--- config.mk ---
export PLATFORM = sky130hd
export DESIGN_NAME = mbc_top
export DESIGN_NICKNAME = d
export VERILOG_FILES = /design/src/mbc_pkg.sv /design/src/mbc_decode.sv /design/src/mbc_wb_regs.sv /design/src/mbc_top.sv
export SDC_FILE = /design/constraint.sdc
export NUM_CORES = 1
export LEC_CHECK = 0
export ABC_AREA = 1
export BUFFER_PORTS_ARGS = -buffer_cell sky130_fd_sc_hd__buf_2
export CAP_MARGIN = 0
export CORE_ASPECT_RATIO = 1.75
export CORE_MARGIN = 2
export CORE_UTILIZATION = 45
export DETAILED_ROUTE_END_ITERATION = 12
export GPL_ROUTABILITY_DRIVEN = 0
export HOLD_SLACK_MARGIN = 0.03
export PLACE_DENSITY = 0.75
export REMOVE_ABC_BUFFERS = 1
export SLEW_MARGIN = 20
export SYNTH_ARGS = -nofsm -noshare
export SYNTH_HDL_FRONTEND = slang
export SYNTH_SLANG_ARGS = --single-unit
export TNS_END_PERCENT = 100
--- constraint.sdc ---
create_clock -name I_SYS_CLK -period 1.7 [get_ports I_SYS_CLK]
set_clock_uncertainty 0.15 [all_clocks]
set_input_delay 0.085 -clock I_SYS_CLK [delete_from_list [all_inputs] [get_ports I_SYS_CLK]]
set_output_delay 0.085 -clock I_SYS_CLK [all_outputs]
set_load 0.05 [all_outputs]
--- src/mbc_pkg.sv ---
// mbc_pkg: constants and types shared by the memory barrier control files
// assumes: nothing beyond a SystemVerilog-2012 compiler
package mbc_pkg;

  // barrier type field of the barrier instruction
  localparam int unsigned TYPE_LSB = 6;
  localparam int unsigned TYPE_MSB = 10;
  localparam int unsigned TYPE_W = 5;

  localparam logic [4:0] TYPE_FULL = 5'h00;
  localparam logic [4:0] TYPE_INTV = 5'h02;
  localparam logic [4:0] TYPE_MEM = 5'h03;
  localparam logic [4:0] TYPE_STORE_ORD = 5'h04;
  localparam logic [4:0] TYPE_FULL_ORD = 5'h10;
  localparam logic [4:0] TYPE_ACQUIRE = 5'h11;
  localparam logic [4:0] TYPE_RELEASE = 5'h12;
  localparam logic [4:0] TYPE_LOAD_ORD = 5'h13;

  // wishbone register map (byte addresses)
  localparam logic [7:0] ADDR_CTRL = 8'h00;
  localparam logic [7:0] ADDR_STATUS = 8'h04;
  localparam logic [7:0] ADDR_COUNT = 8'h08;

  // control register fields
  localparam int unsigned CTRL_COH_EN_BIT = 0;
  localparam int unsigned CTRL_TYPE_SEL_BIT = 1;
  localparam int unsigned CTRL_EXT_SUPPRESS_BIT = 2;
  localparam logic [2:0] CTRL_RESET = 3'h0;

  // status register fields
  localparam int unsigned STAT_BUSY_BIT = 0;
  localparam int unsigned STAT_STALL_BIT = 1;
  localparam int unsigned STAT_KIND_LSB = 2;

  localparam logic [31:0] BUS_UNMAPPED_DATA = 32'h0000_0000;

  typedef enum logic [2:0] {
    MBC_KIND_NONE,
    MBC_KIND_LEGACY,
    MBC_KIND_INTV,
    MBC_KIND_MEM,
    MBC_KIND_ORDER
  } mbc_kind_t;

  typedef enum {
    MBC_IDLE,
    MBC_FLUSH,
    MBC_REQ,
    MBC_WAIT_RESP,
    MBC_DRAIN_READS,
    MBC_ORDER,
    MBC_DONE
  } mbc_state_t;

endpackage : mbc_pkg

--- src/mbc_decode.sv ---
// mbc_decode: turns a raw barrier type into the barrier kind to perform
// assumes: coherence enable and type select come from the control register
`timescale 1ns/1ps
`default_nettype none
module mbc_decode
  import mbc_pkg::*;
(
  input wire logic [4:0] i_type,
  input wire logic i_coh_en,
  input wire logic i_type_sel,
  output mbc_kind_t o_kind,
  output logic o_old_ld,
  output logic o_old_st,
  output logic o_young_ld,
  output logic o_young_st
);

  logic [4:0] eff_type;

  always_comb begin
    eff_type = i_type;
    // reserved and undefined codes fall back to the full barrier
    case (i_type)
      TYPE_FULL, TYPE_INTV, TYPE_MEM, TYPE_STORE_ORD, TYPE_FULL_ORD,
      TYPE_ACQUIRE, TYPE_RELEASE, TYPE_LOAD_ORD: eff_type = i_type;
      default: eff_type = TYPE_FULL;
    endcase
    if (!i_coh_en && (eff_type == TYPE_INTV || eff_type == TYPE_MEM)) begin
      eff_type = TYPE_FULL;
    end
    if (i_coh_en && eff_type == TYPE_FULL) begin
      eff_type = i_type_sel ? TYPE_MEM : TYPE_INTV;
    end
  end

  always_comb begin
    o_kind = MBC_KIND_ORDER;
    o_old_ld = 1'b1;
    o_old_st = 1'b1;
    o_young_ld = 1'b1;
    o_young_st = 1'b1;
    case (eff_type)
      TYPE_FULL: o_kind = MBC_KIND_LEGACY;
      TYPE_INTV: o_kind = MBC_KIND_INTV;
      TYPE_MEM: o_kind = MBC_KIND_MEM;
      TYPE_STORE_ORD: begin
        o_old_ld = 1'b0;
        o_young_ld = 1'b0;
      end
      TYPE_FULL_ORD: o_kind = MBC_KIND_ORDER;
      TYPE_ACQUIRE: o_old_st = 1'b0;
      TYPE_RELEASE: o_young_ld = 1'b0;
      TYPE_LOAD_ORD: begin
        o_old_st = 1'b0;
        o_young_st = 1'b0;
      end
      default: o_kind = MBC_KIND_LEGACY;
    endcase
  end

endmodule // mbc_decode
`default_nettype wire

--- src/mbc_wb_regs.sv ---
// mbc_wb_regs: classic wishbone slave holding the barrier control register
// assumes: single-cycle classic master; answers one cycle after the request
`timescale 1ns/1ps
`default_nettype none
module mbc_wb_regs
  import mbc_pkg::*;
(
  input wire logic clk,
  input wire logic rst_n,
  input wire logic [7:0] adr,
  input wire logic [31:0] dat_w,
  input wire logic [3:0] sel,
  input wire logic we,
  input wire logic cyc,
  input wire logic stb,
  output logic [31:0] dat_r,
  output logic ack,
  input wire logic [31:0] status_word,
  input wire logic [31:0] count_word,
  output logic [2:0] ctrl
);

  logic ack_reg;
  logic [31:0] dat_r_reg;
  logic [2:0] ctrl_reg;
  logic req;

  // ack drops for a cycle after each answer so one request gives one ack
  assign req = cyc && stb && !ack_reg;
  assign ack = ack_reg;
  assign dat_r = dat_r_reg;
  assign ctrl = ctrl_reg;

  always_ff @(posedge clk or negedge rst_n) begin
    if (!rst_n) begin
      ack_reg <= 1'b0;
    end else begin
      ack_reg <= req;
    end
  end

  always_ff @(posedge clk or negedge rst_n) begin
    if (!rst_n) begin
      ctrl_reg <= CTRL_RESET;
    end else if (req && we && adr == ADDR_CTRL && sel[0]) begin
      ctrl_reg <= dat_w[2:0];
    end
  end

  always_ff @(posedge clk or negedge rst_n) begin
    if (!rst_n) begin
      dat_r_reg <= 32'h0000_0000;
    end else if (req && !we) begin
      case (adr)
        ADDR_CTRL: dat_r_reg <= {29'h0000_0000, ctrl_reg};
        ADDR_STATUS: dat_r_reg <= status_word;
        ADDR_COUNT: dat_r_reg <= count_word;
        default: dat_r_reg <= BUS_UNMAPPED_DATA;
      endcase
    end
  end

endmodule // mbc_wb_regs
`default_nettype wire

--- src/mbc_top.sv ---
// mbc_top: memory barrier control for one core
// assumes: pipeline holds the barrier instruction until o_BAR_DONE pulses;
// the coherence hub keeps its request/response handshake
//
// Notes on behaviour
// - coherent intervention barrier: request hub, hold until it responds
// - coherence off: types 2 and 3 act like type 0
// - coherent memory barrier: request hub, then memory unit, flush outward
// - memory barrier emits external barrier if support=1 and suppress=0
// - coherence on: type 0 becomes type 2 or 3 by select bit
// - coherence off: type 0 is a legacy request straight to memory
// - legacy barrier emits external barrier if support=1 and suppress=0
// - ordering barrier: older covered ops pass ordering stage first
// - older external requests globally performed before younger ones
// - ordering barriers never stall or reorder instruction fetch
// - ordering barriers: finish evictions, stop merging, no request
// - cache and prefetch ops obey barriers like loads and stores
// - type is instruction bits 10:6; unlisted codes are reserved
// - completion types: older ops globally performed before younger start
// - older ops per ordering type reach ordering point before completion
// - younger ops per ordering type held until completion
// - completion barriers flush writes, request, await reads and response
// - undefined non-zero types act as the full completion barrier
//
// The address map and the Wishbone register port were left to the implementer.
`timescale 1ns/1ps
`default_nettype none
module mbc_top
  import mbc_pkg::*;
(
  input wire logic I_SYS_CLK,
  input wire logic I_RST_N,
  // barrier instruction from issue
  input wire logic I_BAR_VALID,
  input wire logic [31:0] I_BAR_INSTR,
  output logic O_BAR_READY,
  output logic O_BAR_DONE,
  // load/store datapath and bus interface
  input wire logic I_WRITES_PENDING,
  input wire logic I_READS_PENDING,
  input wire logic I_OLD_LD_ORDERED,
  input wire logic I_OLD_ST_ORDERED,
  input wire logic I_EVICT_PENDING,
  output logic O_FLUSH_WRITES,
  output logic O_FINISH_EVICT,
  output logic O_STOP_MERGE,
  output logic O_STALL_YOUNG_LD,
  output logic O_STALL_YOUNG_ST,
  output logic O_STALL_FETCH,
  // coherence hub
  output logic O_COH_REQ,
  output logic O_COH_MEM_BARRIER,
  output logic O_COH_EXT_EN,
  input wire logic I_COH_ACCEPT,
  input wire logic I_COH_RESP,
  // memory unit legacy path
  output logic O_LEGACY_REQ,
  output logic O_LEGACY_EXT_EN,
  input wire logic I_LEGACY_ACCEPT,
  input wire logic I_LEGACY_RESP,
  input wire logic I_NEXT_LEVEL_SYNC_SUPPORT_IN,
  // wishbone slave
  input wire logic [7:0] I_WB_ADR,
  input wire logic [31:0] I_WB_DAT,
  input wire logic [3:0] I_WB_SEL,
  input wire logic I_WB_WE,
  input wire logic I_WB_CYC,
  input wire logic I_WB_STB,
  output logic [31:0] O_WB_DAT,
  output logic O_WB_ACK
);

  mbc_state_t state_reg;
  mbc_state_t state_next;
  mbc_kind_t kind_reg;
  mbc_kind_t dec_kind;
  logic [2:0] ctrl;
  logic dec_old_ld, dec_old_st, dec_young_ld, dec_young_st;
  logic old_ld_reg, old_st_reg, young_ld_reg, young_st_reg;
  logic ext_en_reg;
  logic accepted_reg;
  logic [15:0] count_reg;
  logic [31:0] status_word;
  logic take;
  logic is_coh;
  logic resp_in;
  logic old_ok;

  mbc_decode u_decode (
    .i_type(I_BAR_INSTR[TYPE_MSB:TYPE_LSB]),
    .i_coh_en(ctrl[CTRL_COH_EN_BIT]),
    .i_type_sel(ctrl[CTRL_TYPE_SEL_BIT]),
    .o_kind(dec_kind),
    .o_old_ld(dec_old_ld),
    .o_old_st(dec_old_st),
    .o_young_ld(dec_young_ld),
    .o_young_st(dec_young_st)
  );

  assign status_word = {27'h000_0000, 3'(kind_reg),
    (O_STALL_YOUNG_LD | O_STALL_YOUNG_ST), (state_reg != MBC_IDLE)};

  mbc_wb_regs u_regs (
    .clk(I_SYS_CLK),
    .rst_n(I_RST_N),
    .adr(I_WB_ADR),
    .dat_w(I_WB_DAT),
    .sel(I_WB_SEL),
    .we(I_WB_WE),
    .cyc(I_WB_CYC),
    .stb(I_WB_STB),
    .dat_r(O_WB_DAT),
    .ack(O_WB_ACK),
    .status_word(status_word),
    .count_word({16'h0000, count_reg}),
    .ctrl(ctrl)
  );

  assign take = I_BAR_VALID && (state_reg == MBC_IDLE);
  assign O_BAR_READY = (state_reg == MBC_IDLE);
  assign is_coh = (kind_reg == MBC_KIND_INTV) || (kind_reg == MBC_KIND_MEM);
  assign resp_in = is_coh ? I_COH_RESP : I_LEGACY_RESP;
  // cache, prefetch ops report through the same ordered flags
  assign old_ok = (!old_ld_reg || I_OLD_LD_ORDERED) &&
                  (!old_st_reg || I_OLD_ST_ORDERED);

  always_comb begin
    state_next = state_reg;
    case (state_reg)
      MBC_IDLE: begin
        if (take) begin
          state_next = (dec_kind == MBC_KIND_ORDER) ? MBC_ORDER : MBC_FLUSH;
        end
      end
      MBC_FLUSH: begin
        if (!I_WRITES_PENDING) begin
          state_next = MBC_REQ;
        end
      end
      MBC_REQ: begin
        if (is_coh ? I_COH_ACCEPT : I_LEGACY_ACCEPT) begin
          state_next = MBC_WAIT_RESP;
        end
      end
      MBC_WAIT_RESP: begin
        if (resp_in && accepted_reg) begin
          state_next = MBC_DRAIN_READS;
        end
      end
      MBC_DRAIN_READS: begin
        if (!I_READS_PENDING) begin
          state_next = MBC_DONE;
        end
      end
      MBC_ORDER: begin
        if (old_ok && !I_EVICT_PENDING) begin
          state_next = MBC_DONE;
        end
      end
      MBC_DONE: state_next = MBC_IDLE;
      default: state_next = MBC_IDLE;
    endcase
  end

  always_ff @(posedge I_SYS_CLK or negedge I_RST_N) begin
    if (!I_RST_N) begin
      state_reg <= MBC_IDLE;
    end else begin
      state_reg <= state_next;
    end
  end

  always_ff @(posedge I_SYS_CLK or negedge I_RST_N) begin
    if (!I_RST_N) begin
      kind_reg <= MBC_KIND_NONE;
      old_ld_reg <= 1'b0;
      old_st_reg <= 1'b0;
      young_ld_reg <= 1'b0;
      young_st_reg <= 1'b0;
      ext_en_reg <= 1'b0;
    end else if (take) begin
      kind_reg <= dec_kind;
      old_ld_reg <= dec_old_ld;
      old_st_reg <= dec_old_st;
      young_ld_reg <= dec_young_ld;
      young_st_reg <= dec_young_st;
      // intervention and ordering barriers never go external; memory and legacy ones may
      ext_en_reg <= (dec_kind == MBC_KIND_MEM || dec_kind == MBC_KIND_LEGACY)
        && I_NEXT_LEVEL_SYNC_SUPPORT_IN
        && !ctrl[CTRL_EXT_SUPPRESS_BIT];
    end
  end

  // guards against a second response being counted for one request
  always_ff @(posedge I_SYS_CLK or negedge I_RST_N) begin
    if (!I_RST_N) begin
      accepted_reg <= 1'b0;
    end else if (state_reg == MBC_REQ && state_next == MBC_WAIT_RESP) begin
      accepted_reg <= 1'b1;
    end else if (state_reg == MBC_WAIT_RESP && resp_in) begin
      accepted_reg <= 1'b0;
    end
  end

  always_ff @(posedge I_SYS_CLK or negedge I_RST_N) begin
    if (!I_RST_N) begin
      count_reg <= 16'h0000;
    end else if (state_reg == MBC_DONE) begin
      count_reg <= count_reg + 16'h0001;
    end
  end

  // requests are levels held in MBC_REQ until the accept
  assign O_COH_REQ = (state_reg == MBC_REQ) && is_coh;
  assign O_COH_MEM_BARRIER = (kind_reg == MBC_KIND_MEM) && is_coh
    && (state_reg == MBC_REQ);
  assign O_COH_EXT_EN = O_COH_REQ && ext_en_reg;
  assign O_LEGACY_REQ = (state_reg == MBC_REQ) &&
    (kind_reg == MBC_KIND_LEGACY);
  assign O_LEGACY_EXT_EN = O_LEGACY_REQ && ext_en_reg;

  // writes drained outward for every completion barrier
  assign O_FLUSH_WRITES = (state_reg == MBC_FLUSH) ||
    (state_reg == MBC_REQ);
  assign O_FINISH_EVICT = (state_reg == MBC_ORDER);
  assign O_STOP_MERGE = (state_reg == MBC_ORDER);

  // stall drops once the response is in and no reads are pending, in MBC_DRAIN_READS or MBC_DONE
  always_comb begin
    O_STALL_YOUNG_LD = 1'b0;
    O_STALL_YOUNG_ST = 1'b0;
    if (state_reg != MBC_IDLE && state_reg != MBC_DONE) begin
      if (kind_reg == MBC_KIND_ORDER) begin
        O_STALL_YOUNG_LD = young_ld_reg;
        O_STALL_YOUNG_ST = young_st_reg;
      end else if (state_reg != MBC_DRAIN_READS || I_READS_PENDING) begin
        O_STALL_YOUNG_LD = 1'b1;
        O_STALL_YOUNG_ST = 1'b1;
      end
    end
  end

  assign O_STALL_FETCH = 1'b0;
  assign O_BAR_DONE = (state_reg == MBC_DONE);

endmodule // mbc_top
`default_nettype wire

==> results.toml <==
[timing]
slew_viol_final = 0
fin_hold_ws_ps = 64.4
timing.fmax_ghz = 0.458
fin_crit_ps = 2180
hold_viol_final = 0
fin_ws_ps = -484
post-route-period-util_pct = 128
rsz0062_at_grt = "true"
tns_ps = -9060
setup_viol = 41

[place]
post-place-ws_ps = -225
dp_cells = 657
post_dp_cell_area_um2 = 4510
dp_hpwl_um = 6380
io_buffers = 61

[status]
status = "finished with violations"
violations = "setup timing"

[pwr]
p_comb_share_pct = 7.4
power_mw = 4.11
pwr-share-seq_pct = 45.9
p_int_mw = 3.10
power_switching_mw = 1.01
switching_share_pct = 24.6
p_leak_nw = 2.75
powerDensity_nw_per_um2 = 767
ir_drop_mv = 0.492
clockPowerShare_pct = 46.7

[global_route]
grt_overflow = 0
grt_pass1_vias = 3502
grt_pass1_wl_um = 15400
grt_antenna_before_repair = 0
grtUsageTotal_pct = 21.7
grt_start_max_net_pins = 36

[cells_and_area]
register_area_um2 = 1930
final_cells = 701
drive_above_1_share_pct = 31.5
areaGrowthSynthToFinish_pct = 42.2
fin_util_pct = 65.3
num-nets-final = 697
diodes = 0
postLayoutCellArea_um2 = 5360
fillCellCount = 613
largest_register_ffs = 32
multi_input_area_um2 = 1790

[logic_synthesis]
ys_seq_elements = 77
async_flop_share_pct = 100
synth_common_cells = "nand2_1, dfrtp_1, inv_1"
ys.flop_type = "dfrtp_1"
synth_top_cell_area_share_pct = 51.2
yosys.area_share.simple_pct = 27.0
synth_top_family_by_area = "simple AND/OR/NAND/NOR gates"
synth.mux.area_fraction_pct = 0.831
synth-edff-count = 0
synth_xor_area_share_pct = 3.49
syn_area_um2 = 3770
yosysMostFrequentCell = "nand2_1"
yosys_warnings = 0
synth.area.top_cells = "dfrtp_1, nand2_1, inv_1"
synth_compound_area_share_pct = 6.64
ys_seq_area_share_pct = 51.2
synth_top_area_cell = "dfrtp_1"
synth_cells = 441
synth_cell_types = 41
syn_area_per_cell_um2 = 8.54
yosys.area_share.adder_pct = 0.332

[critical_path]
critical_path.startpoint_type = "register"
crit_fanout = 6
worst_path_max_delay_cell = "dfrtp_1"
timing.critical_path.mode_cell = "nor2_4"
worst-path-buf-inv = 2
critPathMaxStageDelay_ps = 360
path_cells = "nor2_1 > nand2_1 > nor2_2 > nand2_2 > nor2_8 > nand4_4 > nor2_4 > inv_2 > nor2_4 > buf_8"
critPathArrivalTime_ps = 1950
crit_type = "reg2out"
cp-end-kind = "output pin"
cp_top_family = "simple AND/OR/NAND/NOR gates"
required_ps = 1460

[drt]
drcViolationCount = 0
drtIter0Drc = 231
first_pass_iters = 5
ant_nets = 0
routed_via_density = 5.10
wl_um = 10300
wl_per_cell_um = 14.7
vias = 3575

[floorplan]
rows = 44
fp.dieH_um = 125
fp.coreArea_um2 = 8200
die_area_um2 = 9150
io_pins = 138
start_util_pct = 45.9
die_w_um = 73.2

[clock_network]
cts.clk_slew.worst_paths_ps = 60
clkLatencyLatePin_ps = 350
cts_tree = "yes"
cts_buffers = 9
clock_sinks = 77
cts_root_buf = "clkbuf_16"
clockBufferDepth = 2
htree_levels = 3

[worst_hold_path]
hp-class = "in2reg"

[flow_run]
maxCapViolations = 0
-- power by group through the flow --
stage	clock, mW	combinational (mW)	sequential, mW
final	1.92	0.306	1.89
after CTS	1.94	0.289	1.88
after global routing	2.01	0.332	1.89
after floorplan	0	0.141	1.92
after global placement	0	0.251	1.91
after detailed placement	0	0.256	1.92
-- final timing paths --
check,cells after the start,slack (ps),end,start
setup / recovery,10,-480,O_COH_EXT_EN,state_reg[22]
hold / removal,7,60,old_ld_reg,I_BAR_INSTR[9]
setup reg to reg,14,-400,state_reg[2],state_reg[22]
hold reg to reg,2,330,u_regs.dat_r[8],u_regs.dat_r[8]
max in group asynchronous,3,770,u_regs.dat_r[0],I_RST_N
min in group asynchronous,2,90,state_reg[24],I_RST_N
-- kinds of logic (layout without fill, tap and decap cells) --
| kind of cell | Yosys count | after routing |
|---|---|---|
| adders and majority gates | 1 | 1 |
| muxes | 3 | 3 |
| DFF | 77 | 77 |
| AOI/OAI and AO/OA | 45 | 45 |
| other | 1 | 46 |
| buffers and inverters | 84 | 207 |
| xor gates and xnor gates | 15 | 15 |
| and+or+nand+nor | 215 | 215 |
-- final cells by class --
cell class              count  area share, %
flip-flops and latches     77           36.0
multi-input cells         325           33.4
repair buffers            128           18.2
inverters                  62           4.53
clock buffers               9           4.21
well taps                  92           2.15
clock inverters             7           1.40
repair inverters            1          0.117
-- cell usage in the layout (no fill, tap or decap), types with 3 or more instances in the layout --
master	count
dfrtp_1	77
clkbuf_16	9
nor3_2	4
o21ai_2	4
a21oi_1	4
clkinvlp_4	3
nand2_4	3
conb_1	46
nor2_2	15
nand2_1	89
inv_1	55
dlygate4sd3_1	17
nand3_1	20
o21ai_1	7
nor3_1	8
o21ai_0	20
nand3_2	5
nor2_4	5
nand4_1	7
xor2_1	15
buf_8	4
o22ai_1	3
nor2_1	38
nand3b_1	3
inv_2	4
buf_4	45
nand2_2	7
buf_6	13
buf_2	48
-- metal layers --
layer / part of all wire (%) / GRT usage (%)
met1: 35 / 22.1
met2: 54 / 38.1
met3: 5.5 / 4.27
met4: 5.3 / 14.7
met5: 0 / 0
-- repair_timing --
action | 4_1_cts | 5_1_grt
hold buffers | 17 | 0
endpoints found under the setup margin | 40 | 55
endpoints found under the hold margin | 96 | 0
buffers inserted | 7 | 5
gates cloned | 0 | 2
gates resized for setup | 47 | 49
pin swaps | 4 | 18
-- worst register-to-register path, stage by stage (launching register included) --
cell and delay (ps):
dfrtp_1 360, nor2_1 100, nand2_1 70, nor2_2 110, nand2_2 110, nor2_8 170
buf_4 140, buf_4 100, buf_6 80, buf_6 90, nand3_4 80, or2_4 250
o21bai_2 100, nand2_1 70, nand2_1 60
Note: power is estimated with default switching activity, not from simulation.
